File: config.mk
export PLATFORM = sky130hd
export DESIGN_NAME = mtg_trajectory
export DESIGN_NICKNAME = d
export VERILOG_FILES = /design/src/mtg_pkg.sv /design/src/mtg_trajectory.sv
export SDC_FILE = /design/constraint.sdc
export NUM_CORES = 2
export LEC_CHECK = 0
export BUFFER_PORTS_ARGS = -buffer_cell sky130_fd_sc_hd__clkbuf_2
export CAP_MARGIN = 15
export CORE_MARGIN = 1.5
export CORE_UTILIZATION = 48
export CTS_CLUSTER_DIAMETER = 200
export DETAILED_ROUTE_END_ITERATION = 8
export MAX_ROUTING_LAYER = met4
export SLEW_MARGIN = 10
export SYNTH_ARGS = -nofsm -noshare
export SYNTH_HDL_FRONTEND = slang
export SYNTH_SLANG_ARGS = --single-unit
File: constraint.sdc
create_clock -name clock -period 25.5 [get_ports clock]
set_clock_uncertainty 0.1 [all_clocks]
set_input_delay 2.55 -clock clock [delete_from_list [all_inputs] [get_ports clock]]
set_output_delay 2.55 -clock clock [all_outputs]
set_load 0.02 [all_outputs]
File: src/mtg_pkg.sv
// Object indices, reset values and profile codes of the trajectory generator
package mtg_pkg;
  // ==========================================================
  // Object indices
  localparam logic [15:0] IDX_MAX_MOTOR_SPEED = 16'h6080;
  localparam logic [15:0] IDX_CRUISE_VELOCITY = 16'h6081;
  localparam logic [15:0] IDX_END_VELOCITY = 16'h6082;
  localparam logic [15:0] IDX_PROFILE_ACCEL = 16'h6083;
  localparam logic [15:0] IDX_PROFILE_DECEL = 16'h6084;
  localparam logic [15:0] IDX_QUICK_STOP_DECEL = 16'h6085;
  localparam logic [15:0] IDX_PROFILE_TYPE_SELECT = 16'h6086;
  localparam logic [15:0] IDX_JERK_LIMIT_ONE = 16'h60A4;
  localparam logic [15:0] IDX_VLOOP_MAX_ACCEL = 16'h60C5;
  localparam logic [15:0] IDX_VLOOP_MAX_DECEL = 16'h60C6;
  localparam logic [15:0] IDX_TARGET_VELOCITY = 16'h60FF;
  // ==========================================================
  // Profile type codes
  localparam logic [15:0] PT_TRAPEZOID = 16'h0000;
  localparam logic [15:0] PT_SCURVE = 16'h0003;
  localparam logic [15:0] PT_VELOCITY = 16'hFFFF;
  // ==========================================================
  // Control word trigger position
  localparam int CW_START_BIT = 4;
  // ==========================================================
  // Reset values
  localparam logic [31:0] RST_MAX_MOTOR_SPEED = 32'hFFFFFFFF;
  localparam logic [31:0] RST_VLOOP_LIMIT = 32'hFFFFFFFF;
  localparam logic [31:0] RST_ZERO = 32'h00000000;
  localparam logic [15:0] RST_PROFILE_TYPE = 16'h0000;
endpackage

File: src/mtg_trajectory.sv
// Trajectory generator with object registers, quick stop and velocity-loop limiter
// ==========================================================
// How it works
// - Profile velocity mode follows target velocity at once, no trigger needed.
// - Profile position parameters latch only on control-word bit 4 rising edge.
// - Profile position cruises at the latched profile velocity.
// - Move ends heading for the end velocity, normally zero.
// - End velocity is used only by the trapezoidal generator.
// - Profile acceleration drives acceleration; S-curve also decelerates with it.
// - Profile deceleration serves trapezoid and special velocity profiles only.
// - Quick stop ramps command velocity to zero by quick-stop deceleration.
// - Quick-stop deceleration is live, never buffered.
// - Zero quick-stop deceleration zeroes trajectory velocity at once; velocity-loop command still ramps at max deceleration.
// - Profile type accepts only 0, 3 and -1; other writes rejected.
// - Velocity-loop input rises in magnitude no faster than max acceleration.
// - Velocity-loop input falls in magnitude no faster than max deceleration.
// - Max motor speed clamps command symmetrically in both directions.
module mtg_trajectory (
  input wire logic clock,
  input wire logic rst_b,
  input wire logic ce,
  input wire logic tick,
  input wire logic ppMode,
  input wire logic pvMode,
  input wire logic [15:0] controlWord,
  input wire logic quickStop,
  input wire logic moveNegative,
  input wire logic nearTarget,
  input wire logic objWrite,
  input wire logic objRead,
  input wire logic [15:0] objIndex,
  input wire logic [31:0] objWrData,
  output logic [31:0] objRdData,
  output logic objError,
  output logic [31:0] trajVelocity,
  output logic [31:0] vloopCommand
);

  typedef struct packed {
    logic [31:0] maxSpeed;
    logic [31:0] cruiseVel;
    logic [31:0] endVel;
    logic [31:0] accel;
    logic [31:0] decel;
    logic [31:0] qsDecel;
    logic [15:0] profType;
    logic [31:0] jerk;
    logic [31:0] vlAccel;
    logic [31:0] vlDecel;
    logic [31:0] targetVel;
    logic [31:0] actCruise;
    logic [31:0] actEnd;
    logic [31:0] actAccel;
    logic [31:0] actDecel;
    logic [15:0] actType;
    logic cwPrev;
    logic [31:0] trajVel;
    logic [31:0] vloopVel;
    logic [31:0] rdData;
    logic err;
  } mtg_state_t;

  mtg_state_t st_r;
  mtg_state_t st_nxt;

  // ==========================================================
  // Helpers
  function automatic logic [31:0] stepToward(input logic [31:0] cur, input logic [31:0] tgt,
                                             input logic [31:0] rate);
    logic signed [32:0] d;
    logic signed [32:0] r;
    d = $signed({tgt[31], tgt}) - $signed({cur[31], cur});
    r = $signed({1'b0, rate});
    if (d > 0) begin
      stepToward = (d <= r) ? tgt : 32'(cur + rate);
    end else if (d < 0) begin
      stepToward = (-d <= r) ? tgt : 32'(cur - rate);
    end else begin
      stepToward = tgt;
    end
  endfunction

  function automatic logic [31:0] clampSpeed(input logic [31:0] v, input logic [31:0] lim);
    logic signed [32:0] m;
    logic signed [32:0] s;
    m = $signed({1'b0, lim});
    s = $signed({v[31], v});
    if (s > m) begin
      clampSpeed = m[31:0];
    end else if (s < -m) begin
      clampSpeed = 32'(-m);
    end else begin
      clampSpeed = v;
    end
  endfunction

  function automatic logic validType(input logic [15:0] t);
    validType = (t == mtg_pkg::PT_TRAPEZOID) || (t == mtg_pkg::PT_SCURVE) || (t == mtg_pkg::PT_VELOCITY);
  endfunction

  // ==========================================================
  // Next state
  logic cwRise;
  logic [31:0] goalVel;
  logic [31:0] goalRate;
  logic [31:0] vlGoal;
  logic growing;

  assign cwRise = controlWord[mtg_pkg::CW_START_BIT] & ~st_r.cwPrev;

  always_comb begin
    st_nxt = st_r;
    st_nxt.cwPrev = controlWord[mtg_pkg::CW_START_BIT];
    st_nxt.err = 1'b0;
    goalVel = 32'h00000000;
    goalRate = st_r.actAccel;
    if (objWrite) begin
      unique case (objIndex)
        mtg_pkg::IDX_MAX_MOTOR_SPEED: st_nxt.maxSpeed = objWrData;
        mtg_pkg::IDX_CRUISE_VELOCITY: st_nxt.cruiseVel = objWrData;
        mtg_pkg::IDX_END_VELOCITY: st_nxt.endVel = objWrData;
        mtg_pkg::IDX_PROFILE_ACCEL: st_nxt.accel = objWrData;
        mtg_pkg::IDX_PROFILE_DECEL: st_nxt.decel = objWrData;
        mtg_pkg::IDX_QUICK_STOP_DECEL: st_nxt.qsDecel = objWrData;
        mtg_pkg::IDX_PROFILE_TYPE_SELECT: begin
          if (validType(objWrData[15:0]) && objWrData[31:16] == 16'h0000) begin
            st_nxt.profType = objWrData[15:0];
          end else begin
            st_nxt.err = 1'b1;
          end
        end
        mtg_pkg::IDX_JERK_LIMIT_ONE: st_nxt.jerk = objWrData;
        mtg_pkg::IDX_VLOOP_MAX_ACCEL: st_nxt.vlAccel = objWrData;
        mtg_pkg::IDX_VLOOP_MAX_DECEL: st_nxt.vlDecel = objWrData;
        mtg_pkg::IDX_TARGET_VELOCITY: st_nxt.targetVel = objWrData;
        default: st_nxt.err = 1'b1;
      endcase
    end
    if (objRead) begin
      unique case (objIndex)
        mtg_pkg::IDX_MAX_MOTOR_SPEED: st_nxt.rdData = st_r.maxSpeed;
        mtg_pkg::IDX_CRUISE_VELOCITY: st_nxt.rdData = st_r.cruiseVel;
        mtg_pkg::IDX_END_VELOCITY: st_nxt.rdData = st_r.endVel;
        mtg_pkg::IDX_PROFILE_ACCEL: st_nxt.rdData = st_r.accel;
        mtg_pkg::IDX_PROFILE_DECEL: st_nxt.rdData = st_r.decel;
        mtg_pkg::IDX_QUICK_STOP_DECEL: st_nxt.rdData = st_r.qsDecel;
        mtg_pkg::IDX_PROFILE_TYPE_SELECT: st_nxt.rdData = {{16{st_r.profType[15]}}, st_r.profType};
        mtg_pkg::IDX_JERK_LIMIT_ONE: st_nxt.rdData = st_r.jerk;
        mtg_pkg::IDX_VLOOP_MAX_ACCEL: st_nxt.rdData = st_r.vlAccel;
        mtg_pkg::IDX_VLOOP_MAX_DECEL: st_nxt.rdData = st_r.vlDecel;
        mtg_pkg::IDX_TARGET_VELOCITY: st_nxt.rdData = st_r.targetVel;
        default: begin
          st_nxt.rdData = 32'h00000000;
          st_nxt.err = 1'b1;
        end
      endcase
    end
    // Buffered move parameters
    if (ppMode && cwRise) begin
      st_nxt.actCruise = st_r.cruiseVel;
      st_nxt.actEnd = st_r.endVel;
      st_nxt.actAccel = st_r.accel;
      st_nxt.actDecel = st_r.decel;
      st_nxt.actType = st_r.profType;
    end
    // Generator goal
    if (pvMode) begin
      goalVel = st_r.targetVel;
      goalRate = st_r.accel;
    end else if (ppMode && nearTarget) begin
      goalVel = (st_r.actType == mtg_pkg::PT_TRAPEZOID) ? st_r.actEnd : 32'h00000000;
      goalRate = (st_r.actType == mtg_pkg::PT_SCURVE) ? st_r.actAccel : st_r.actDecel;
      goalVel = moveNegative ? 32'(-goalVel) : goalVel;
    end else if (ppMode) begin
      goalVel = moveNegative ? 32'(-st_r.actCruise) : st_r.actCruise;
      goalRate = st_r.actAccel;
    end
    goalVel = clampSpeed(goalVel, st_r.maxSpeed);
    if (quickStop) begin
      goalVel = 32'h00000000;
      goalRate = st_r.qsDecel;
    end
    if (quickStop && st_r.qsDecel == 32'h00000000) begin
      st_nxt.trajVel = 32'h00000000;
    end else if (!ppMode && !pvMode && !quickStop) begin
      st_nxt.trajVel = 32'h00000000;
    end else if (tick) begin
      st_nxt.trajVel = stepToward(st_r.trajVel, goalVel, goalRate);
    end
    // Velocity-loop input limiter
    vlGoal = clampSpeed(st_r.trajVel, st_r.maxSpeed);
    growing = ($signed(vlGoal) > $signed(st_r.vloopVel) && !st_r.vloopVel[31]) ||
              ($signed(vlGoal) < $signed(st_r.vloopVel) && (st_r.vloopVel[31] || st_r.vloopVel == 32'h0));
    if (tick) begin
      // Through zero: shed speed first, then build it
      if (!growing && (vlGoal[31] != st_r.vloopVel[31]) && vlGoal != 32'h0) begin
        st_nxt.vloopVel = stepToward(st_r.vloopVel, 32'h00000000, st_r.vlDecel);
      end else begin
        st_nxt.vloopVel = stepToward(st_r.vloopVel, vlGoal, growing ? st_r.vlAccel : st_r.vlDecel);
      end
    end
  end

  // ==========================================================
  // State register
  always_ff @(posedge clock or negedge rst_b) begin
    if (!rst_b) begin
      st_r <= '{maxSpeed: mtg_pkg::RST_MAX_MOTOR_SPEED, cruiseVel: mtg_pkg::RST_ZERO,
                endVel: mtg_pkg::RST_ZERO, accel: mtg_pkg::RST_ZERO, decel: mtg_pkg::RST_ZERO,
                qsDecel: mtg_pkg::RST_ZERO, profType: mtg_pkg::RST_PROFILE_TYPE,
                jerk: mtg_pkg::RST_ZERO, vlAccel: mtg_pkg::RST_VLOOP_LIMIT,
                vlDecel: mtg_pkg::RST_VLOOP_LIMIT, targetVel: mtg_pkg::RST_ZERO,
                actCruise: mtg_pkg::RST_ZERO, actEnd: mtg_pkg::RST_ZERO, actAccel: mtg_pkg::RST_ZERO,
                actDecel: mtg_pkg::RST_ZERO, actType: mtg_pkg::RST_PROFILE_TYPE, cwPrev: 1'b0,
                trajVel: mtg_pkg::RST_ZERO, vloopVel: mtg_pkg::RST_ZERO, rdData: mtg_pkg::RST_ZERO,
                err: 1'b0};
    end else if (ce) begin
      st_r <= st_nxt;
    end
  end

  assign objRdData = st_r.rdData;
  assign objError = st_r.err;
  assign trajVelocity = st_r.trajVel;
  assign vloopCommand = st_r.vloopVel;

  // ==========================================================
  // Checks
  type_valid_a: assert property (@(posedge clock) disable iff (!rst_b)
    validType(st_r.profType)) else $error("profile type holds illegal code");

  type_reject_a: assert property (@(posedge clock) disable iff (!rst_b)
    ce && objWrite && objIndex == mtg_pkg::IDX_PROFILE_TYPE_SELECT && !validType(objWrData[15:0])
    |=> objError && $stable(st_r.profType)) else $error("bad profile type not rejected");

  latch_on_rise_a: assert property (@(posedge clock) disable iff (!rst_b)
    ce && ppMode && cwRise |=> st_r.actAccel == $past(st_r.accel) && st_r.actCruise == $past(st_r.cruiseVel))
    else $error("move parameters not taken on trigger");

  buffer_hold_a: assert property (@(posedge clock) disable iff (!rst_b)
    !(ce && ppMode && cwRise) |=> $stable(st_r.actAccel) && $stable(st_r.actType))
    else $error("buffered parameters changed without trigger");

  qs_instant_a: assert property (@(posedge clock) disable iff (!rst_b)
    ce && quickStop && st_r.qsDecel == 32'h0 |=> trajVelocity == 32'h0)
    else $error("zero quick-stop decel did not stop at once");

  qs_ramp_a: assert property (@(posedge clock) disable iff (!rst_b)
    ce && tick && quickStop && !st_r.trajVel[31] && !st_r.qsDecel[31] && st_r.qsDecel != 32'h0
    |=> !trajVelocity[31] && ($past(st_r.trajVel) <= $past(st_r.qsDecel) ? trajVelocity == 32'h0 :
        trajVelocity == 32'($past(st_r.trajVel) - $past(st_r.qsDecel))))
    else $error("quick-stop ramp step wrong");

  speed_clamp_a: assert property (@(posedge clock) disable iff (!rst_b)
    ce && tick && !st_r.maxSpeed[31] |=> $signed(vloopCommand) <= $signed({1'b0, $past(st_r.maxSpeed)}) ||
      $signed(vloopCommand) <= $signed($past(vloopCommand)))
    else $error("command exceeds max motor speed");

  vl_accel_a: assert property (@(posedge clock) disable iff (!rst_b)
    !$past(vloopCommand[31]) && $signed(vloopCommand) > $signed($past(vloopCommand))
    |-> 32'(vloopCommand - $past(vloopCommand)) <= $past(st_r.vlAccel))
    else $error("velocity-loop rise exceeds max accel");

  vl_decel_a: assert property (@(posedge clock) disable iff (!rst_b)
    !vloopCommand[31] && $signed(vloopCommand) < $signed($past(vloopCommand)) && !$past(vloopCommand[31])
    |-> 32'($past(vloopCommand) - vloopCommand) <= $past(st_r.vlDecel))
    else $error("velocity-loop fall exceeds max decel");

  tick_pace_a: assert property (@(posedge clock) disable iff (!rst_b)
    !(ce && tick) |=> $stable(vloopCommand)) else $error("limiter moved without tick");

  // ==========================================================
  // Direction, profile and enable checks
  vl_accel_neg_a: assert property (@(posedge clock) disable iff (!rst_b)
    $past(vloopCommand[31]) && $signed(vloopCommand) < $signed($past(vloopCommand))
    |-> 32'($past(vloopCommand) - vloopCommand) <= $past(st_r.vlAccel))
    else $error("velocity-loop reverse rise exceeds max accel");

  vl_decel_neg_a: assert property (@(posedge clock) disable iff (!rst_b)
    vloopCommand[31] && $past(vloopCommand[31]) && $signed(vloopCommand) > $signed($past(vloopCommand))
    |-> 32'(vloopCommand - $past(vloopCommand)) <= $past(st_r.vlDecel))
    else $error("velocity-loop reverse fall exceeds max decel");

  pv_follow_a: assert property (@(posedge clock) disable iff (!rst_b)
    ce && tick && pvMode && !quickStop && st_r.maxSpeed == 32'hFFFFFFFF && st_r.accel != 32'h0 &&
    st_r.trajVel != st_r.targetVel |=> trajVelocity != $past(st_r.trajVel))
    else $error("target velocity change not followed at once");

  cruise_cap_a: assert property (@(posedge clock) disable iff (!rst_b)
    ce && tick && ppMode && !pvMode && !quickStop && !nearTarget && !moveNegative && st_r.maxSpeed[31] &&
    !st_r.actCruise[31] && !st_r.trajVel[31] && st_r.trajVel <= st_r.actCruise
    |=> !trajVelocity[31] && trajVelocity <= $past(st_r.actCruise))
    else $error("move exceeds latched cruise velocity");

  s_curve_end_a: assert property (@(posedge clock) disable iff (!rst_b)
    ce && tick && ppMode && !pvMode && !quickStop && nearTarget && st_r.actType == mtg_pkg::PT_SCURVE &&
    !st_r.trajVel[31] && st_r.trajVel <= st_r.actAccel |=> trajVelocity == 32'h0)
    else $error("S-curve move did not end at zero");

  ce_freeze_a: assert property (@(posedge clock) disable iff (!rst_b)
    !ce |=> $stable(trajVelocity) && $stable(vloopCommand) && $stable(objRdData) && $stable(objError))
    else $error("state moved while clock enable low");

endmodule // mtg_trajectory

==> qor.json <==
{
  "globalplace.congestion": {"value": 0.981},
  "grt_use_total": {"value": 37.8, "unit": "%"},
  "floorplan.die.width": {"value": 339, "unit": "um"},
  "path_clk_slew": {"value": 60, "unit": "ps"},
  "number_of_hold_violations_in_the_final_report": {"value": 0},
  "slew_at_the_pin_closest_to_its_max_slew_limit": {"value": 1430, "unit": "ps"},
  "synth-edff-count": {"value": 0},
  "num_vias": {"value": 49800},
  "timing.critical_path.from_type": {"value": "flop"},
  "first_pass_grt_wire_length": {"value": 316, "unit": "mm"},
  "slew-limit-headroom": {"value": 3.96, "unit": "%"},
  "dp_hpwl": {"value": 167, "unit": "mm"},
  "grt-ovfl-total": {"value": 0},
  "worst_setup_path_class": {"value": "reg -> reg"},
  "finalWorstPathRequiredPeriod": {"value": 16120, "unit": "ps"},
  "design_area": {"value": 0.0581, "unit": "mm^2"},
  "post_route_cells_drive_above_1_share": {"value": 16.9, "unit": "%"},
  "cp.arrival": {"value": 16550, "unit": "ps"},
  "cap_violations": {"value": 0},
  "vias_per_cell": {"value": 6.49},
  "cp_data_required_time": {"value": 25930, "unit": "ps"},
  "cts_made_buffers": {"value": 72},
  "synth.ff_latch_count": {"value": 578},
  "netlist-cell-type-count": {"value": 97},
  "floorplan.die.height": {"value": 339, "unit": "um"},
  "yosys.area.top_type_share": {"value": 22.2, "unit": "%"},
  "postSynth.asyncResetShare": {"value": 100, "unit": "%"},
  "finalCritPeriodShare": {"value": 63.2, "unit": "%"},
  "cts_num_sinks": {"value": 578},
  "clockRootBuffer": {"value": "clkbuf_16"},
  "initial_core_util": {"value": 48.3, "unit": "%"},
  "syn-instance-count": {"value": 6245},
  "drtAntennaViolNets": {"value": 0},
  "grt_max_degree": {"value": 176},
  "cts_resized": {"value": 0},
  "synthesis.area_per_instance": {"value": 8.69, "unit": "um^2"},
  "cts_hold_buffers": {"value": 0},
  "setup_tns": {"value": 0, "unit": "ps"},
  "combined_area_of_all_synthesized_cells": {"value": 0.0543, "unit": "mm^2"},
  "yosysWarningCount": {"value": 0},
  "cts_htree_levels": {"value": 3},
  "report.final.slew_viol_count": {"value": 0},
  "fp.dieArea": {"value": 0.115, "unit": "mm^2"},
  "rsz0062_at_grt": {"value": "false"},
  "grt_antenna_before_repair": {"value": 11},
  "cts.path.max_buffers": {"value": 3},
  "placedInstanceArea": {"value": 0.0556, "unit": "mm^2"},
  "max_clock_freq": {"value": 62.0, "unit": "MHz"},
  "port_buffers": {"value": 156},
  "synthTopCellsByArea": {"value": "dfrtp_1, ha_1, mux2_2"},
  "synth-seq-area-share": {"value": 26.9, "unit": "%"},
  "grt_pass1_vias": {"value": 46200},
  "postCtsSetupBuffers": {"value": 0},
  "clock_latency": {"value": 670, "unit": "ps"},
  "result_of_the_run": {"value": "finished, final reports clean"},
  "setup_viol": {"value": 0},
  "critical_path.slowest_cell": {"value": "nor4_1"},
  "synth_largest_area_cell": {"value": "dfrtp_1"},
  "postSynth.topFlopCell": {"value": "dfrtp_1"},
  "fin_hold_ws": {"value": 384, "unit": "ps"},
  "final_nets": {"value": 6773},
  "synth_nets": {"value": 6908},
  "netlist_top_cells_count": {"value": "ha_1, dfrtp_1, mux2_2"},
  "placeableCoreArea": {"value": 0.112, "unit": "mm^2"},
  "firstDrtPassIters": {"value": 6},
  "worstHoldPathType": {"value": "reg -> reg"},
  "cts_tree": {"value": "yes"},
  "critical_path.max_fanout": {"value": 44},
  "row_count": {"value": 123},
  "area_growth": {"value": 7.12, "unit": "%"},
  "post-synth-top-count-cell": {"value": "ha_1"},
  "pin_count": {"value": 172},
  "end_kind": {"value": "flop"},
  "route.detailed.drc": {"value": 0},
  "critical_path_max_stage_delay": {"value": 1130, "unit": "ps"},
  "drt-total-wl": {"value": 217, "unit": "mm"},
  "post_drt_wl_per_cell": {"value": 28.3, "unit": "um"},
  "drt-initial-drc-count": {"value": 5422}
}
layer usage:
| metal | vias to the layer above | routed length, um | global-route usage (%) |
|---|---|---|---|
| met2 | 2220 | 90500 | 53.6 |
| met4 | 0 | 9170 | 14.2 |
| met1 | 24700 | 96900 | 52.4 |
| met5 | - | 0 | - |
| met3 | 325 | 20900 | 8.27 |
| li1 | 22600 | - | - |
final timing paths:
kind                       startpoint                to  slack (ps)  cells after the start
max reg2reg                 st_r[547]  vloopCommand[30]        9380                     43
min                         st_r[385]         st_r[385]         380                      2
min reg2reg                 st_r[385]         st_r[385]         380                      2
min in group asynchronous       rst_b  vloopCommand[23]        1790                      1
max in group asynchronous       rst_b         st_r[528]       19600                      5
max                         st_r[547]  vloopCommand[30]        9380                     43
layout make-up:
cell class              instances  area (um^2)
diodes                          6         15.0
clock buffers                 102         2070
clock inverters                32          404
fillers                     10700        54200
inverters                     336         1260
multi-input cells            4877        36400
flip-flops and latches        578        14600
well taps                    1500         1880
repair buffers                245         1490
sequential cells by signal, summed over array words and instances (netlist names):
name / count
vloopCommand: 32
trajVelocity: 32
st_r: 481
objRdData: 32
objError: 1
cell usage in the layout, fill, tap and decap left out, types with 53 or more instances in the layout:
master,n
a21o_1,150
a21oi_1,422
a221oi_1,68
a31oi_1,66
buf_4,89
clkbuf_16,72
clkbuf_2,153
dfrtp_1,482
dfstp_2,96
ha_1,579
inv_1,334
mux2_2,482
mux2i_1,107
nand2_1,441
nand2b_1,53
nand3_1,112
nand4_1,91
nor2_1,454
nor2b_1,71
nor3_1,160
nor4_1,68
o21a_1,81
o21ai_0,319
xnor2_1,216
xor2_1,94
cells by family (layout without fill, tap and decap cells):
| logic type | count (synthesis) | after routing | synth area share, % |
|---|---|---|---|
| adder cells (fa/ha/maj) | 588 | 588 | 13.7 |
| AND/OR/NAND/NOR | 1679 | 1679 | 15.0 |
| buffers and inverters | 790 | 715 | 6.19 |
| XOR/XNOR | 310 | 310 | 5.00 |
| other | 0 | 6 | 0 |
| multiplexers | 589 | 589 | 12.0 |
| AO/OA/AOI/OAI | 1711 | 1711 | 21.3 |
| flip-flops | 578 | 578 | 26.9 |
worst max-delay path: cells and delay by family, from the launching register on:
kind | cells | cell delay [ps]
simple gates | 16 | 6260
compound gates | 14 | 5360
fa+ha+maj | 5 | 1780
buf+inv | 6 | 1400
flops | 1 | 460
mux | 1 | 370
xor+xnor | 1 | 180
stage by stage:
step | cells | setup WS (ps) | util [%]
finish | 7676 | 9380 | 51.7
global route | 7675 | 9070 | 51.7
CTS | 7670 | 10170 | 51.7
detailed placement | 7536 | 10240 | 49.5
global placement | 7536 | 10180 | 49.5
floorplan | 6245 | 13250 | -
Power is left out: the tool's default activity adds up to more than one toggle a clock period on the data nets, which glitch-free logic cannot reach.
